<file path="config.mk">
export PLATFORM = sky130hd
export DESIGN_NAME = dac_trigger_status_regs
export DESIGN_NICKNAME = d
export VERILOG_FILES = /design/src/hw/dac_trigger_status_pkg.sv /design/src/hw/cmp_sync.sv /design/src/hw/dac_trigger_status_regs.sv
export SDC_FILE = /design/constraint.sdc
export NUM_CORES = 1
export LEC_CHECK = 0
export ABC_CLOCK_PERIOD_IN_PS = 1200
export BUFFER_PORTS_ARGS = -buffer_cell sky130_fd_sc_hd__clkbuf_2
export CORE_MARGIN = 5
export CORE_UTILIZATION = 36
export DETAILED_ROUTE_END_ITERATION = 6
export MAX_ROUTING_LAYER = met4
export PLACE_DENSITY_LB_ADDON = 0.25
export REMOVE_ABC_BUFFERS = 1
export SLEW_MARGIN = 20
export SYNTH_ARGS = -nofsm -noshare
export SYNTH_HDL_FRONTEND = slang
export SYNTH_SLANG_ARGS = --single-unit
</file>
<file path="constraint.sdc">
create_clock -name core_clk -period 1.2 [get_ports core_clk]
set_input_delay 0.18 -clock core_clk [delete_from_list [all_inputs] [get_ports core_clk]]
set_output_delay 0.18 -clock core_clk [all_outputs]
set_load 0.02 [all_outputs]
</file>
<file path="src/hw/dac_trigger_status_pkg.sv">
package dac_trigger_status_pkg;
  // ****************************************
  // Register addresses
  // ****************************************
  localparam logic [7:0] TRIGGER_ADDR = 8'h21;
  localparam logic [7:0] GENERAL_STATUS_ADDR = 8'h22;
  localparam logic [7:0] COMPARATOR_STATUS_ADDR = 8'h23;
  localparam logic [7:0] PMBUS_PAGE = 8'hFF;
  localparam logic [7:0] TRIGGER_CMD = 8'hE5;
  localparam logic [7:0] GENERAL_STATUS_CMD = 8'hE6;
  localparam logic [7:0] COMPARATOR_STATUS_CMD = 8'hE7;
  // ****************************************
  // Trigger register fields, channel 1 and channel 0 groups; protect trigger bit of the common trigger register
  // ****************************************
  localparam int CMP_CLEAR_1_BIT = 15;
  localparam int MARGIN_LOW_1_BIT = 14;
  localparam int MARGIN_HIGH_1_BIT = 13;
  localparam int WAVEGEN_RUN_1_BIT = 12;
  localparam int CMP_CLEAR_0_BIT = 3;
  localparam int MARGIN_LOW_0_BIT = 2;
  localparam int MARGIN_HIGH_0_BIT = 1;
  localparam int WAVEGEN_RUN_0_BIT = 0;
  localparam int PROTECT_TRIGGER_BIT = 3;
  // ****************************************
  // Status fields
  // ****************************************
  localparam int FACTORY_CRC_BIT = 15;
  localparam int USER_CRC_BIT = 14;
  localparam int BUSY_0_BIT = 12;
  localparam int BUSY_1_BIT = 9;
  localparam int PROTECT_FLAG_BIT = 8;
  localparam int WIN_CMP_0_BIT = 7;
  localparam int WIN_CMP_1_BIT = 4;
  localparam int CMP_SYNC_0_BIT = 3;
  localparam int CMP_SYNC_1_BIT = 0;
  // Arbitrary neutral identity values
  localparam logic [5:0] PART_IDENTIFIER = 6'h2A;
  localparam logic [1:0] REVISION_IDENTIFIER = 2'h1;
  localparam logic [15:0] REG_RESET = 16'h0000;
endpackage : dac_trigger_status_pkg

</file>
<file path="src/hw/cmp_sync.sv">
`timescale 1ns/1ps
module cmp_sync (
  input wire logic core_clk,
  input wire logic reset,
  input wire logic async_in,
  output logic sync_out
);
  logic stage1;
  always_ff @(posedge core_clk) begin
    if (reset) begin
      stage1 <= 1'b0;
      sync_out <= 1'b0;
    end else begin
      stage1 <= async_in;
      sync_out <= stage1;
    end
  end
endmodule : cmp_sync

</file>
<file path="src/hw/dac_trigger_status_regs.sv">
`timescale 1ns/1ps
// How it works
// - Clear-flag write clears channel comparator latches
// - Margin-low write pulses command, self-clears
// - Margin-high write pulses command, self-clears
// - Wavegen run bit stored, drives generator
// - Middle trigger bits ignored, read zero
// - Factory CRC error sticky until reset
// - User CRC error sticky until reset
// - Channel 0 busy shown in status
// - Channel 1 busy shown in status
// - Part and revision identifiers in status
// - Protect flag set, cleared by read
// - Window result latched or passed per enable
// - Comparator flags synchronized into clock domain
// - General status at 22h or E6h
// - Comparator status at 23h or E7h
// - Protect trigger write starts protect function
// - Trigger register at 21h or E5h
module dac_trigger_status_regs (
  input wire logic core_clk,
  input wire logic reset,
  input wire logic reg_write,
  input wire logic reg_read,
  input wire logic pmbus_mode,
  input wire logic [7:0] pmbus_page,
  input wire logic [7:0] reg_addr,
  input wire logic [15:0] reg_wdata,
  output logic [15:0] reg_rdata,
  input wire logic common_trigger_write,
  input wire logic [15:0] common_trigger_wdata,
  input wire logic window_latch_enable,
  input wire logic [1:0] window_cmp_in,
  input wire logic [1:0] cmp_in,
  input wire logic [1:0] channel_busy,
  input wire logic factory_load_fail,
  input wire logic user_load_fail,
  input wire logic protect_done,
  output logic [1:0] margin_low_trigger,
  output logic [1:0] margin_high_trigger,
  output logic [1:0] cmp_flag_clear,
  output logic [1:0] wavegen_run,
  output logic protect_start,
  output logic [1:0] window_cmp_out,
  output logic [1:0] cmp_sync_out,
  output logic factory_load_crc_error,
  output logic user_load_crc_error
);
  // ****************************************
  // Address decode
  // ****************************************
  logic hit_trigger;
  logic hit_general;
  logic hit_compare;
  logic page_ok;
  logic [15:0] next_rdata;
  logic protect_flag;
  logic [1:0] window_latched;
  logic [1:0] window_sync;
  logic [1:0] unused_protect;

  assign page_ok = !pmbus_mode || (pmbus_page == dac_trigger_status_pkg::PMBUS_PAGE);
  assign hit_trigger = page_ok && (reg_addr == (pmbus_mode ? dac_trigger_status_pkg::TRIGGER_CMD
                       : dac_trigger_status_pkg::TRIGGER_ADDR));
  assign hit_general = page_ok && (reg_addr == (pmbus_mode
                       ? dac_trigger_status_pkg::GENERAL_STATUS_CMD
                       : dac_trigger_status_pkg::GENERAL_STATUS_ADDR));
  assign hit_compare = page_ok && (reg_addr == (pmbus_mode
                       ? dac_trigger_status_pkg::COMPARATOR_STATUS_CMD
                       : dac_trigger_status_pkg::COMPARATOR_STATUS_ADDR));
  assign unused_protect = 2'h0;

  // ****************************************
  // Trigger register
  // ****************************************
  // Self-clearing bits exist only as one-cycle pulses; they always read zero
  always_ff @(posedge core_clk) begin
    if (reset) begin
      margin_low_trigger <= 2'h0;
      margin_high_trigger <= 2'h0;
      cmp_flag_clear <= 2'h0;
    end else begin
      margin_low_trigger <= {2{reg_write && hit_trigger}} & {
        reg_wdata[dac_trigger_status_pkg::MARGIN_LOW_1_BIT],
        reg_wdata[dac_trigger_status_pkg::MARGIN_LOW_0_BIT]};
      margin_high_trigger <= {2{reg_write && hit_trigger}} & {
        reg_wdata[dac_trigger_status_pkg::MARGIN_HIGH_1_BIT],
        reg_wdata[dac_trigger_status_pkg::MARGIN_HIGH_0_BIT]};
      cmp_flag_clear <= {2{reg_write && hit_trigger}} & {
        reg_wdata[dac_trigger_status_pkg::CMP_CLEAR_1_BIT],
        reg_wdata[dac_trigger_status_pkg::CMP_CLEAR_0_BIT]};
    end
  end

  always_ff @(posedge core_clk) begin
    if (reset) begin
      wavegen_run <= 2'h0;
    end else if (reg_write && hit_trigger) begin
      wavegen_run <= {reg_wdata[dac_trigger_status_pkg::WAVEGEN_RUN_1_BIT],
                      reg_wdata[dac_trigger_status_pkg::WAVEGEN_RUN_0_BIT]};
    end
  end

  // Protect trigger comes from the neighbouring common trigger register
  always_ff @(posedge core_clk) begin
    if (reset) begin
      protect_start <= 1'b0;
    end else begin
      protect_start <= common_trigger_write
                       && common_trigger_wdata[dac_trigger_status_pkg::PROTECT_TRIGGER_BIT];
    end
  end

  // ****************************************
  // Sticky status flags
  // ****************************************
  // Only reset clears these; no write path reaches them
  always_ff @(posedge core_clk) begin
    if (reset) begin
      factory_load_crc_error <= 1'b0;
      user_load_crc_error <= 1'b0;
    end else begin
      factory_load_crc_error <= factory_load_crc_error || factory_load_fail;
      user_load_crc_error <= user_load_crc_error || user_load_fail;
    end
  end

  // Set wins over read clear so a completion is never lost
  always_ff @(posedge core_clk) begin
    if (reset) begin
      protect_flag <= 1'b0;
    end else if (protect_start || protect_done) begin
      protect_flag <= 1'b1;
    end else if (reg_read && hit_compare) begin
      protect_flag <= 1'b0;
    end
  end

  // ****************************************
  // Comparators
  // ****************************************
  genvar ch;
  generate
    for (ch = 0; ch < 2; ch++) begin : g_sync
      cmp_sync u_cmp (
        .core_clk(core_clk),
        .reset(reset),
        .async_in(cmp_in[ch]),
        .sync_out(cmp_sync_out[ch])
      );
      cmp_sync u_win (
        .core_clk(core_clk),
        .reset(reset),
        .async_in(window_cmp_in[ch]),
        .sync_out(window_sync[ch])
      );
    end
  endgenerate

  // Clear wins over a new trip in the same cycle, as the host asked for it
  always_ff @(posedge core_clk) begin
    if (reset) begin
      window_latched <= 2'h0;
    end else begin
      window_latched <= (window_latched | window_sync) & ~cmp_flag_clear;
    end
  end

  assign window_cmp_out = window_latch_enable ? window_latched : window_sync;

  // ****************************************
  // Read data
  // ****************************************
  always_comb begin
    next_rdata = 16'h0000;
    if (hit_trigger) begin
      next_rdata[dac_trigger_status_pkg::WAVEGEN_RUN_1_BIT] = wavegen_run[1];
      next_rdata[dac_trigger_status_pkg::WAVEGEN_RUN_0_BIT] = wavegen_run[0];
    end else if (hit_general) begin
      next_rdata[dac_trigger_status_pkg::FACTORY_CRC_BIT] = factory_load_crc_error;
      next_rdata[dac_trigger_status_pkg::USER_CRC_BIT] = user_load_crc_error;
      next_rdata[dac_trigger_status_pkg::BUSY_0_BIT] = channel_busy[0];
      next_rdata[dac_trigger_status_pkg::BUSY_1_BIT] = channel_busy[1];
      next_rdata[7:0] = {dac_trigger_status_pkg::PART_IDENTIFIER,
                         dac_trigger_status_pkg::REVISION_IDENTIFIER};
    end else if (hit_compare) begin
      next_rdata[dac_trigger_status_pkg::PROTECT_FLAG_BIT] = protect_flag;
      next_rdata[dac_trigger_status_pkg::WIN_CMP_0_BIT] = window_cmp_out[0];
      next_rdata[dac_trigger_status_pkg::WIN_CMP_1_BIT] = window_cmp_out[1];
      next_rdata[dac_trigger_status_pkg::CMP_SYNC_0_BIT] = cmp_sync_out[0];
      next_rdata[dac_trigger_status_pkg::CMP_SYNC_1_BIT] = cmp_sync_out[1];
    end
    next_rdata[2:1] = next_rdata[2:1] | unused_protect;
  end

  always_ff @(posedge core_clk) begin
    if (reset) begin
      reg_rdata <= dac_trigger_status_pkg::REG_RESET;
    end else if (reg_read) begin
      reg_rdata <= next_rdata;
    end
  end

  // ****************************************
  // Checks
  // ****************************************
  margin_pulse_a: assert property (@(posedge core_clk) disable iff (reset)
    (reg_write && hit_trigger && reg_wdata[dac_trigger_status_pkg::MARGIN_LOW_0_BIT])
    |=> margin_low_trigger[0] ##1 !margin_low_trigger[0] || $past(reg_write))
    else $error("margin low pulse wrong");
  margin_high_a: assert property (@(posedge core_clk) disable iff (reset)
    margin_high_trigger[1] |-> $past(reg_write && hit_trigger && reg_wdata[13]))
    else $error("margin high without write");
  clear_flag_a: assert property (@(posedge core_clk) disable iff (reset)
    cmp_flag_clear[0] |=> !window_latched[0])
    else $error("window latch not cleared");
  run_hold_a: assert property (@(posedge core_clk) disable iff (reset)
    !(reg_write && hit_trigger) |=> $stable(wavegen_run))
    else $error("wavegen run changed without write");
  factory_sticky_a: assert property (@(posedge core_clk) disable iff (reset)
    factory_load_crc_error |=> factory_load_crc_error)
    else $error("factory crc error dropped");
  user_sticky_a: assert property (@(posedge core_clk) disable iff (reset)
    user_load_fail |=> user_load_crc_error [*2])
    else $error("user crc error not held");
  protect_clear_a: assert property (@(posedge core_clk) disable iff (reset)
    (reg_read && hit_compare && !protect_start && !protect_done) |=> !protect_flag)
    else $error("protect flag not cleared by read");
  protect_set_a: assert property (@(posedge core_clk) disable iff (reset)
    protect_start |=> protect_flag)
    else $error("protect flag not set");
  window_pass_a: assert property (@(posedge core_clk) disable iff (reset)
    !window_latch_enable |-> window_cmp_out == window_sync)
    else $error("unlatched window mismatch");
  cmp_delay_a: assert property (@(posedge core_clk) disable iff (reset)
    $rose(cmp_sync_out[0]) |-> $past(cmp_in[0], 2))
    else $error("comparator sync delay wrong");
  ident_read_a: assert property (@(posedge core_clk) disable iff (reset)
    (reg_read && hit_general) |=> reg_rdata[7:0] == {dac_trigger_status_pkg::PART_IDENTIFIER,
      dac_trigger_status_pkg::REVISION_IDENTIFIER})
    else $error("identifier read wrong");
  busy_read_a: assert property (@(posedge core_clk) disable iff (reset)
    (reg_read && hit_general) |=> reg_rdata[12] == $past(channel_busy[0])
      && reg_rdata[9] == $past(channel_busy[1]))
    else $error("busy read wrong");
endmodule : dac_trigger_status_regs

</file>
Word-level counts from Yosys, hierarchy flattened

Cells that the tools add are included.

Bits in registers: 35
ROM bits: 0
Memory bits (writable): 0
Memories kept: 0
Bits in latches: 0
Input bits: 64
Output and inout port bits: 31

$mul: 0
Magnitude comparators: 0
Reduce and logical (&&, ||, !) cells: 12
Bitwise gates (word level): 6
Add/subtract/negate cells: 0
Multiplexer cells: 21
Equal/unequal tests: 4
Div/mod/pow operators: 0
Shift operators: 0

Operators by type and width:

| cell               | count |
|---|---|
| $eq 8x8->1         | 3 |
| $mux 8             | 3 |
| $mux 2             | 6 |
| $mux 1             | 11 |
| $mux 9             | 1 |
| $and 2x2->2        | 4 |
| $eq 8x8->1 const B | 1 |
| $logic_and 1x1->1  | 6 |
| $logic_or 1x1->1   | 4 |
| $not 2->2          | 1 |
| $or 2x2->2         | 1 |
| $reduce_bool 2->1  | 1 |
| $logic_not 1->1    | 1 |

Logic depth before layout (Yosys ltp)

Gate-level depths: netlist of the first run.

Depth after elaboration: 6
Gate-level depth with buffers: 5

Modules after synthesis

Synthesis of the first run repeated with hierarchy kept, for this count alone.

Cell total of the unflattened synthesis: 130
Area, all modules: 1239.9 um^2

By module, submodules not included:

| module                  | instances | area each (um^2) | cells each | sequential area each (um^2) |
|---|---|---|---|---|
| dac_trigger_status_regs | 1         | 1029.7           | 114        | 480.5 |
| cmp_sync                | 4         | 52.6             | 4          | 40.0 |

Worst setup path after synthesis of the first run

No wires, ideal clock.

Path kind: in2reg
Start point: in pmbus_mode
End point: reg protect_flag
Data arrival time: 1.124 ns
Required time: 1.080 ns
Cell stages on the path: 5
Path slack: -0.043 ns
Buffers on the path: 1
Path through: nor4_2 -> o211a_1 -> buf_6 -> nand2_4 -> o31a_1

Cells in the longest elaborated chain, start to end: 5
Elaborated cells on any way between the ends: 7
Classes of those cells: 1 x eq/ne; 1 x mux; 5 x reduce/logical

Ends and longest elaborated chain:

| what                                           | line                                                         | source |
|---|---|---|
| from (decl)                                    | dac_trigger_status_regs.sv:25                                | `input wire logic pmbus_mode,` |
| $mux 8 or $logic_not 1->1 (tied branches)      | dac_trigger_status_regs.sv:69, dac_trigger_status_regs.sv:62 |  |
| $eq 8x8->1 or $logic_or 1x1->1 (tied branches) | dac_trigger_status_regs.sv:68, dac_trigger_status_regs.sv:62 |  |
| $logic_and 1x1->1 (*)                          | dac_trigger_status_regs.sv:68                                | `assign hit_compare = page_ok && (reg_addr == (pmbus_mode` |
| $logic_and 1x1->1 (*)                          | dac_trigger_status_regs.sv:134                               | `end else if (reg_read && hit_compare) begin` |
| $reduce_bool 2->1 (no line) (*)                | -                                                            |  |
| to (signal assigned)                           | dac_trigger_status_regs.sv:131                               | `protect_flag <= 1'b0;` |
| to (signal assigned)                           | dac_trigger_status_regs.sv:133                               | `protect_flag <= 1'b1;` |
| to (signal assigned)                           | dac_trigger_status_regs.sv:135                               | `protect_flag <= 1'b0;` |
| to (decl)                                      | dac_trigger_status_regs.sv:57                                | `logic protect_flag;` |

Mark *: on every way between the ends. The rest lies on a longest branch, timed or not.
A chain may end at the register's enable or synchronous reset.

Final worst setup path of the first run

Start point: reg g_sync[1].u_win.sync_out
End point: out window_cmp_out[1]

Cells in the longest elaborated chain, start to end: 1

Ends and longest elaborated chain:

| what                   | line                           | source |
|---|---|---|
| from (decl)            | cmp_sync.sv:6                  | `output logic sync_out` |
| from (signal assigned) | cmp_sync.sv:15                 | `sync_out <= stage1;` |
| $mux 2                 | dac_trigger_status_regs.sv:169 | `assign window_cmp_out = window_latch_enable ? window_latched : window_sync;` |
| to (decl)              | dac_trigger_status_regs.sv:44  | `output logic [1:0] window_cmp_out,` |

Every way passes these cells.

==> impl_metrics.ini, run 1 <==
[synth]
post_synth_main_area_contributors = dfxtp_1, buf_4, nand4_1, nor2b_1, o41ai_2
synth_seq_area_share = 0.490
syn-mean-instance-area_um2 = 9.76
synth_cells = 134
synth_top_cell_by_area = dfxtp_1
post_synth_instance_area_um2 = 1310
synth_edf_count = 0
synth_seq_cells = 32
yosysWarnings = 0
synth_largest_type_area_fraction = 0.490
ys_dominant_reg_cell = dfxtp_1
async_reset_ff_frac = 0
count_of_unique_library_cells_instantiated_by_yosys = 35

[cells_and_area]
layout_commonest_cell = clkbuf_2
num-fill-cells = 328
num_antenna_cells = 0
flow.area_growth_from_synthesis_pct = 36.5
final_cell_mix = clkbuf_2, dfxtp_1, nor2_1, buf_4
drive_above_1_share = 0.469
design.final.nets = 273
postLayoutCoreUtil = 0.522

[clock_network]
cts_made_buffers = 5
tritoncts_num_sinks = 32
clock_latency_ns = 0.32
cts_htree_levels = 2
clock_path_buffers = 2
clock_transition_at_path_regs_ns = 0.09
cts_tree = yes
cts-root-buf = clkbuf_4

[worst_setup_path]
crit_path_max_incr_delay_ns = 0.33
cp_max_fo = 2
crit_path_cell_trace = mux2_4 > buf_8
kind_of_start_point_of_the_critical_path = flip-flop
worst_ep_arrival_time_ns = 1.06
crit_path_top_delay_cell = dfxtp_2
timing.critical_path.to_type = output pin
worst-endpoint-required_ns = 1.02
regToRegStartpoint = g_sync[0].u_win.sync_out$_SDFF_PP0_
setup.worst_path.class = reg -> out
crit_path_start = g_sync[1].u_win.sync_out$_SDFF_PP0_

[place]
gp_congestion = 0.848
place.port_buffers = 65
dp_hpwl_mm = 2.59
placement.setup.worst_slack_ns = -0.159

[floorplanning]
die_area_um2 = 4940
ios = 95
start_util = 0.383
dieHeight_um = 70.3
die_width_um = 70.3
placeable_area_um2 = 3420
rows = 21

[routing]
dr_total_vias = 1224
drt_wl_total_mm = 3.23
drt_first_pass_iters = 4
route.detailed.wl_per_inst_um = 12.7
viasPerCell = 4.80
residual_drc = 0
detail_route.iter0.violations = 61
antenna_violating_nets_post_route = 0

[flow_run]
maxCapViolCount = 0

[sta]
final.period_utilization = 1.03
rsz0062_at_grt = yes
timing_max_transition_violations_final = 0
fmaxAchievable_mhz = 807
finClkSkew_ns = 0.00761
report.final.hold_viol_count = 0
number_of_setup_violations_in_the_final_report = 2
period_minus_slack_ns = 1.24
timing.final.ws_setup_ns = -0.0397

[status]
violated_checks = setup timing
outcome = complete, but fails checks

[min_path]
path_type_of_the_worst_min_delay_path = in -> reg
hold_start = common_trigger_wdata[3]

[grt]
antenna_violations_before_repair = 0
groute.usage.overall = 0.142
grt_pass1_wl_mm = 5.47
first_global_vias = 1235
overflow_left_after_global_routing = 0
grt_max_degree = 14

[power]
power_uw = 1890
power.density_nw_per_um2 = 1060
ir_drop_worst_vdd_v = 0.000679
power.leakage_uw = 0.000848
what timing repair did:
| item | CTS | global route |
|---|---|---|
| pin swaps | 0 | 0 |
| setup endpoints to repair | 2 | 2 |
| resized for setup | 6 | 4 |
| hold buffers | 0 | 0 |
| buffers inserted | 0 | 1 |
synth_stat cells (2+ instances only):
library cell / n
nor2b_1: 8
nand2_1: 4
a21oi_1: 9
mux2_2: 2
nand2b_1: 7
and2_1: 6
nor3_1: 3
o21ai_0: 3
o41ai_2: 3
dfxtp_1: 32
nand4_1: 9
buf_4: 8
clkbuf_1: 2
nor2_1: 12
buf_1: 2
nand3b_1: 2
inv_1: 2
or3b_2: 3
cell families (layout without fill, tap and decap cells):
group	count (synthesis)	count (layout)	share of synthesized area
mux	2	2	0.0172
other cells	1	6	0.00287
compound gates	22	22	0.134
buf+inv	16	86	0.0756
flops	32	32	0.490
simple gates	61	61	0.280
sequential cells by signal (all words and copies together), names as in the netlist:
signal                  flops
cmp_flag_clear              2
factory_load_crc_error      1
g_sync.u_cmp.stage1         2
g_sync.u_cmp.sync_out       2
g_sync.u_win.stage1         2
g_sync.u_win.sync_out       2
margin_high_trigger         2
margin_low_trigger          2
protect_flag                1
protect_start               1
reg_rdata                  10
user_load_crc_error         1
wavegen_run                 2
window_latched              2
worst paths after layout:
check	endpoint	slack, ns	cells past startpoint
max	window_cmp_out[1]	-0.04	2
min	protect_start$_SDFF_PP0_	0.05	3
max reg2reg	reg_rdata[7]$_SDFFE_PP0P_	0.16	4
min reg2reg	window_latched[1]$_SDFF_PP0_	0.44	1
where the power goes:
group / switching [uW] / internal [uW] / total [uW] / leakage [uW]
combinational: 131 / 121 / 252 / 0.000559
clock: 323 / 215 / 538 / 0.0000281
sequential: 12.1 / 1090 / 1100 / 0.000262
layer usage:
metal,track usage,wire length (um),vias up
met3,0.0660,329,8
met4,0.0511,54,0
met1,0.159,1340,553
met2,0.221,1500,57
met5,-,0,-
li1,-,-,606
per-stage QoR:
step | TNS (ns) | hold slack, ns | area, um2 | instances
after floorplan | -0.302 | 0.249 | 1230 | 125
after global placement | -1.59 | 0.381 | 1700 | 247
after detailed placement | -2.11 | 0.387 | 1700 | 247
after CTS | -0.147 | 0.0272 | 1770 | 254
after global routing | -0.209 | 0.0450 | 1780 | 255
final | -0.0749 | 0.0503 | 1780 | 255
area by class of cell:
type	count	area (um2)	share of cell area
Sequential cell	32	643	0.360
Multi-Input combinational cell	91	594	0.333
Timing Repair Buffer	77	435	0.244
Tap cell	46	57.6	0.0323
Clock buffer	6	41.3	0.0231
Inverter	2	7.51	0.00421
Clock inverter	1	5.00	0.00281
critical path: cells and delay by family (launching register included):
kind,cells,cell delay (ns)
buffers and inverters,1,0.13
multiplexers,1,0.29
flip-flops,1,0.33
(Power assumes the default switching activity.)
==> run 2: changes to the inputs <==
--- a/config.mk
+++ b/config.mk
@@ -10,6 +10,7 @@
 export CORE_MARGIN = 5
 export CORE_UTILIZATION = 36
 export DETAILED_ROUTE_END_ITERATION = 6
+export HOLD_SLACK_MARGIN = 0.08
 export MAX_ROUTING_LAYER = met4
 export PLACE_DENSITY_LB_ADDON = 0.25
 export REMOVE_ABC_BUFFERS = 1
==> impl_metrics.ini, run 2 (synthesized netlist as in run 1, its figures left out) <==
[cells_and_area]
postLayoutCoreUtil = 0.564
drive_above_1_share = 0.435
finish.instance_area_um2 = 1930
final_cell_mix = clkbuf_2, dfxtp_1, dlygate4sd3_1, nor2_1, buf_4
largest_register_ff_count = 10
num-fill-cells = 319
design.final.nets = 287
num_antenna_cells = 0
layoutNonFillerInstCount = 269
layout_commonest_cell = clkbuf_2
flow.area_growth_from_synthesis_pct = 47.4
top_register = reg_rdata

[worst_setup_path]
timing.critical_path.to_type = output pin
worst_ep_arrival_time_ns = 1.07
worst-endpoint-required_ns = 1.02
crit_path_cell_trace = mux2_4 > buf_8
cp_max_fo = 2
crit_path_max_incr_delay_ns = 0.33
crit_path_top_delay_cell = dfxtp_2
setup.worst_path.class = reg -> out
kind_of_start_point_of_the_critical_path = flip-flop

[clock_network]
cts_htree_levels = 2
clock_transition_at_path_regs_ns = 0.10
cts_tree = yes
cts_made_buffers = 5
clock_latency_ns = 0.32
cts-root-buf = clkbuf_4
clock_path_buffers = 2
tritoncts_num_sinks = 32

[grt]
grt_max_degree = 14
overflow_left_after_global_routing = 0
groute.usage.overall = 0.152
antenna_violations_before_repair = 0
grt_pass1_wl_mm = 5.86
first_global_vias = 1299

[power]
ir_drop_worst_vdd_v = 0.000665
power_uw = 1930
power.leakage_uw = 0.000906
power.density_nw_per_um2 = 1000

[sta]
final.period_utilization = 1.04
timing.final.ws_setup_ns = -0.0509
fmaxAchievable_mhz = 799
rsz0062_at_grt = yes
number_of_setup_violations_in_the_final_report = 2
finClkSkew_ns = 0.0104
timing.setup.tns_ns = -0.0946
timing_max_transition_violations_final = 0
report.final.hold_viol_count = 0
period_minus_slack_ns = 1.25

[place]
dp_cells = 247
dpl-instance-area_um2 = 1700
dp_hpwl_mm = 2.59
place.port_buffers = 65
gp_congestion = 0.848

[min_path]
path_type_of_the_worst_min_delay_path = in -> reg

[status]
violated_checks = setup timing
outcome = complete, but fails checks

[routing]
route.detailed.wl_per_inst_um = 12.7
drt_first_pass_iters = 4
drt_wl_total_mm = 3.42
detail_route.iter0.violations = 63
antenna_violating_nets_post_route = 0
dr_total_vias = 1265
residual_drc = 0
viasPerCell = 4.70

[flow_run]
maxCapViolCount = 0

[floorplanning]
die_area_um2 = 4940
ios = 95
start_util = 0.383
die_width_um = 70.3
dieHeight_um = 70.3
rows = 21
placeable_area_um2 = 3420
## run 2: changes by cell type in the layout (fill, tap and decap cells not counted)
| cell | before | now |
|---|---|---|
| buf_4 | 12 | 11 |
| dlygate4sd3_1 | 0 | 15 |
## run 2: path summary, 6_finish.rpt
kind                                                          start                            to  slack [ns]  cells past startpoint
worst max-delay path            g_sync[0].u_win.sync_out$_SDFF_PP0_             window_cmp_out[0]       -0.05                      2
worst min-delay path                                   reg_wdata[0]   wavegen_run[0]$_SDFFE_PP0N_         0.1                      3
worst max register to register            reg_rdata[7]$_SDFFE_PP0P_     reg_rdata[7]$_SDFFE_PP0P_        0.22                      2
worst min register to register         cmp_flag_clear[1]$_SDFF_PP0_  window_latched[1]$_SDFF_PP0_        0.44                      1
## run 2: layout make-up
class | instances | area (um2) | share of cell area
Timing Repair Buffer | 91 | 578 | 0.300
Multi-Input combinational cell | 91 | 594 | 0.308
Clock buffer | 6 | 41.3 | 0.0214
Sequential cell | 32 | 643 | 0.334
Tap cell | 46 | 57.6 | 0.0299
Clock inverter | 1 | 5.00 | 0.00260
Inverter | 2 | 7.51 | 0.00390
## run 2: report_power, final
part	internal [uW]	total, uW	switching [uW]	leakage [uW]
clock	215	546	331	0.0000281
sequential	1090	1100	12.0	0.000262
combinational	150	288	138	0.000616
total	1450	1930	481	0.000906
## run 2: what timing repair did
item | CTS | global route
buffers inserted | 0 | 0
endpoints found under the hold margin | 14 | 0
gates resized for setup | 6 | 4
pin swaps | 0 | 0
hold buffers | 15 | 0
endpoints found under the setup margin | 2 | 2
cloned | 0 | 0
## run 2: metal layers
| layer | vias to the layer above | share of wire | track usage |
|---|---|---|---|
| li1 | 632 | - | - |
| met1 | 570 | 0.41 | 0.173 |
| met2 | 55 | 0.47 | 0.239 |
| met3 | 8 | 0.097 | 0.0660 |
| met4 | 0 | 0.016 | 0.0511 |
| met5 | - | 0 | - |
## run 2: worst max-delay path, delay by kind of cell (launching register included)
family | cells | cell delay (ns)
multiplexers | 1 | 0.29
flip-flops | 1 | 0.33
buffers and inverters | 1 | 0.13
## run 2: through the flow
| step | hold slack, ns | setup WS (ns) |
|---|---|---|
| final | 0.0954 | -0.0509 |
| after CTS | 0.0825 | -0.0746 |
| after floorplan | 0.249 | -0.0936 |
| after detailed placement | 0.387 | -0.159 |
| after global routing | 0.102 | -0.0982 |
| after global placement | 0.381 | -0.126 |
==> run 3: changes to the inputs <==
--- a/config.mk
+++ b/config.mk
@@ -12,7 +12,7 @@
 export DETAILED_ROUTE_END_ITERATION = 6
 export HOLD_SLACK_MARGIN = 0.08
 export MAX_ROUTING_LAYER = met4
-export PLACE_DENSITY_LB_ADDON = 0.25
+export PLACE_DENSITY = 0.87
 export REMOVE_ABC_BUFFERS = 1
 export SLEW_MARGIN = 20
 export SYNTH_ARGS = -nofsm -noshare
==> impl_metrics.ini, run 3 (synthesized netlist as in run 1, its figures left out) <==
[grt]
overflow_left_after_global_routing = 0
groute.usage.overall = 0.145
grt.busiest_layer = met2
use_met1 = 0.144
first_global_vias = 1301
grt_max_degree = 14
grt_pass1_wl_mm = 5.53
grt.met2_usage = 0.252
antenna_violations_before_repair = 0
gr-usage-met3 = 0.0660

[routing]
dr_total_vias = 1236
antenna_violating_nets_post_route = 0
drt_wl_total_mm = 3.29
detail_route.iter0.violations = 42
drt_first_pass_iters = 2
residual_drc = 0
route.detailed.wl_per_inst_um = 12.1
viasPerCell = 4.56

[floorplanning]
rows = 21
die_area_um2 = 4940
ios = 95
placeable_area_um2 = 3420
dieHeight_um = 70.3
die_width_um = 70.3
start_util = 0.383

[sta]
hold-worst-slack_ns = 0.160
timing.final.ws_setup_ns = -0.0598
timing_max_transition_violations_final = 0
rsz0062_at_grt = yes
number_of_setup_violations_in_the_final_report = 2
period_minus_slack_ns = 1.26
report.final.hold_viol_count = 0
final.period_utilization = 1.05
fmaxAchievable_mhz = 794
finClkSkew_ns = 0.00384

[worst_setup_path]
crit_path_top_delay_cell = dfxtp_2
timing.critical_path.to_type = output pin
crit_path_start = g_sync[1].u_win.sync_out$_SDFF_PP0_
regToRegStartpoint = protect_start$_SDFF_PP0_
worst-endpoint-required_ns = 1.02
crit_path_cell_trace = mux2_4 > buf_8
cp_max_fo = 2
kind_of_start_point_of_the_critical_path = flip-flop
worst_ep_arrival_time_ns = 1.08
setup.worst_path.class = reg -> out
crit_family = flip-flops
crit_path_max_incr_delay_ns = 0.33
critPathBufInv = 1

[cells_and_area]
drive_above_1_share = 0.440
final_cell_mix = clkbuf_2, dfxtp_1, dlygate4sd3_1, nor2_1, buf_4
top_register = reg_rdata
design.final.nets = 288
largest_register_ff_count = 10
num_antenna_cells = 0
flow.area_growth_from_synthesis_pct = 50.7
layout_commonest_cell = clkbuf_2

[place]
dp_hpwl_mm = 2.42
place.port_buffers = 65
placement.setup.worst_slack_ns = -0.163
gp_congestion = 0.736

[clock_network]
cts_tree = yes
clock_latency_ns = 0.33
cts-root-buf = clkbuf_4
cts_htree_levels = 2
clock_transition_at_path_regs_ns = 0.10
clock_path_buffers = 2
cts_made_buffers = 5
tritoncts_num_sinks = 32

[power]
power.density_nw_per_um2 = 1110
ir_drop_worst_vdd_v = 0.000866
power.leakage_uw = 0.000922
power_uw = 2200

[min_path]
path_type_of_the_worst_min_delay_path = in -> reg
hold_start = protect_done

[status]
outcome = complete, but fails checks
violated_checks = setup timing

[flow_run]
maxCapViolCount = 0
-- run 3: where the power goes --
part | switching [uW] | internal, uW
sequential | 11.5 | 1090
clock | 380 | 434
combinational | 134 | 149
total | 526 | 1670
-- run 3: worst paths after layout --
check | end | depth (start not counted) | slack, ns
worst max register to register | protect_flag$_SDFFE_PP0P_ | 2 | 0.22
worst min register to register | window_latched[0]$_SDFF_PP0_ | 1 | 0.43
worst min-delay path | protect_flag$_SDFFE_PP0P_ | 3 | 0.16
worst max-delay path | window_cmp_out[1] | 2 | -0.06
-- run 3: timing repair --
| item | CTS | global route |
|---|---|---|
| setup buffers | 0 | 0 |
| hold buffers | 16 | 2 |
| endpoints found under the hold margin | 15 | 2 |
| pin swaps | 0 | 0 |
| gates resized for setup | 4 | 7 |
| endpoints found under the setup margin | 2 | 3 |
-- run 3: worst reg2reg max path: cells and delay by family (launching register included) --
kind            cells  cell delay, ns
compound gates      1            0.24
flops               1            0.34
simple gates        1            0.30
-- run 3: cell type report --
type / instances / area (um2)
fill: 324 / 1450
clock buffer: 5 / 37.5
multi-input combinational: 91 / 594
tap: 46 / 57.6
sequential: 32 / 644
clock inverter: 3 / 42.5
timing repair buffer: 92 / 587
inverter: 2 / 7.51
-- run 3: layer usage --
metal	vias to the layer above	routed length (um)	share of wire
met2	40	1710	0.52
met4	0	28	0.0085
li1	637	-	-
met3	4	238	0.072
met5	-	0	0
met1	555	1300	0.40
-- run 3: through the flow --
step	util	std cells	setup TNS, ns	cell area [um2]
after CTS	0.570	270	-0.175	1950
after floorplan	-	125	-0.302	1230
after detailed placement	0.496	246	-2.05	1690
after global routing	0.577	271	-0.223	1970
final	0.577	271	-0.115	1970
after global placement	0.496	246	-2.05	1690
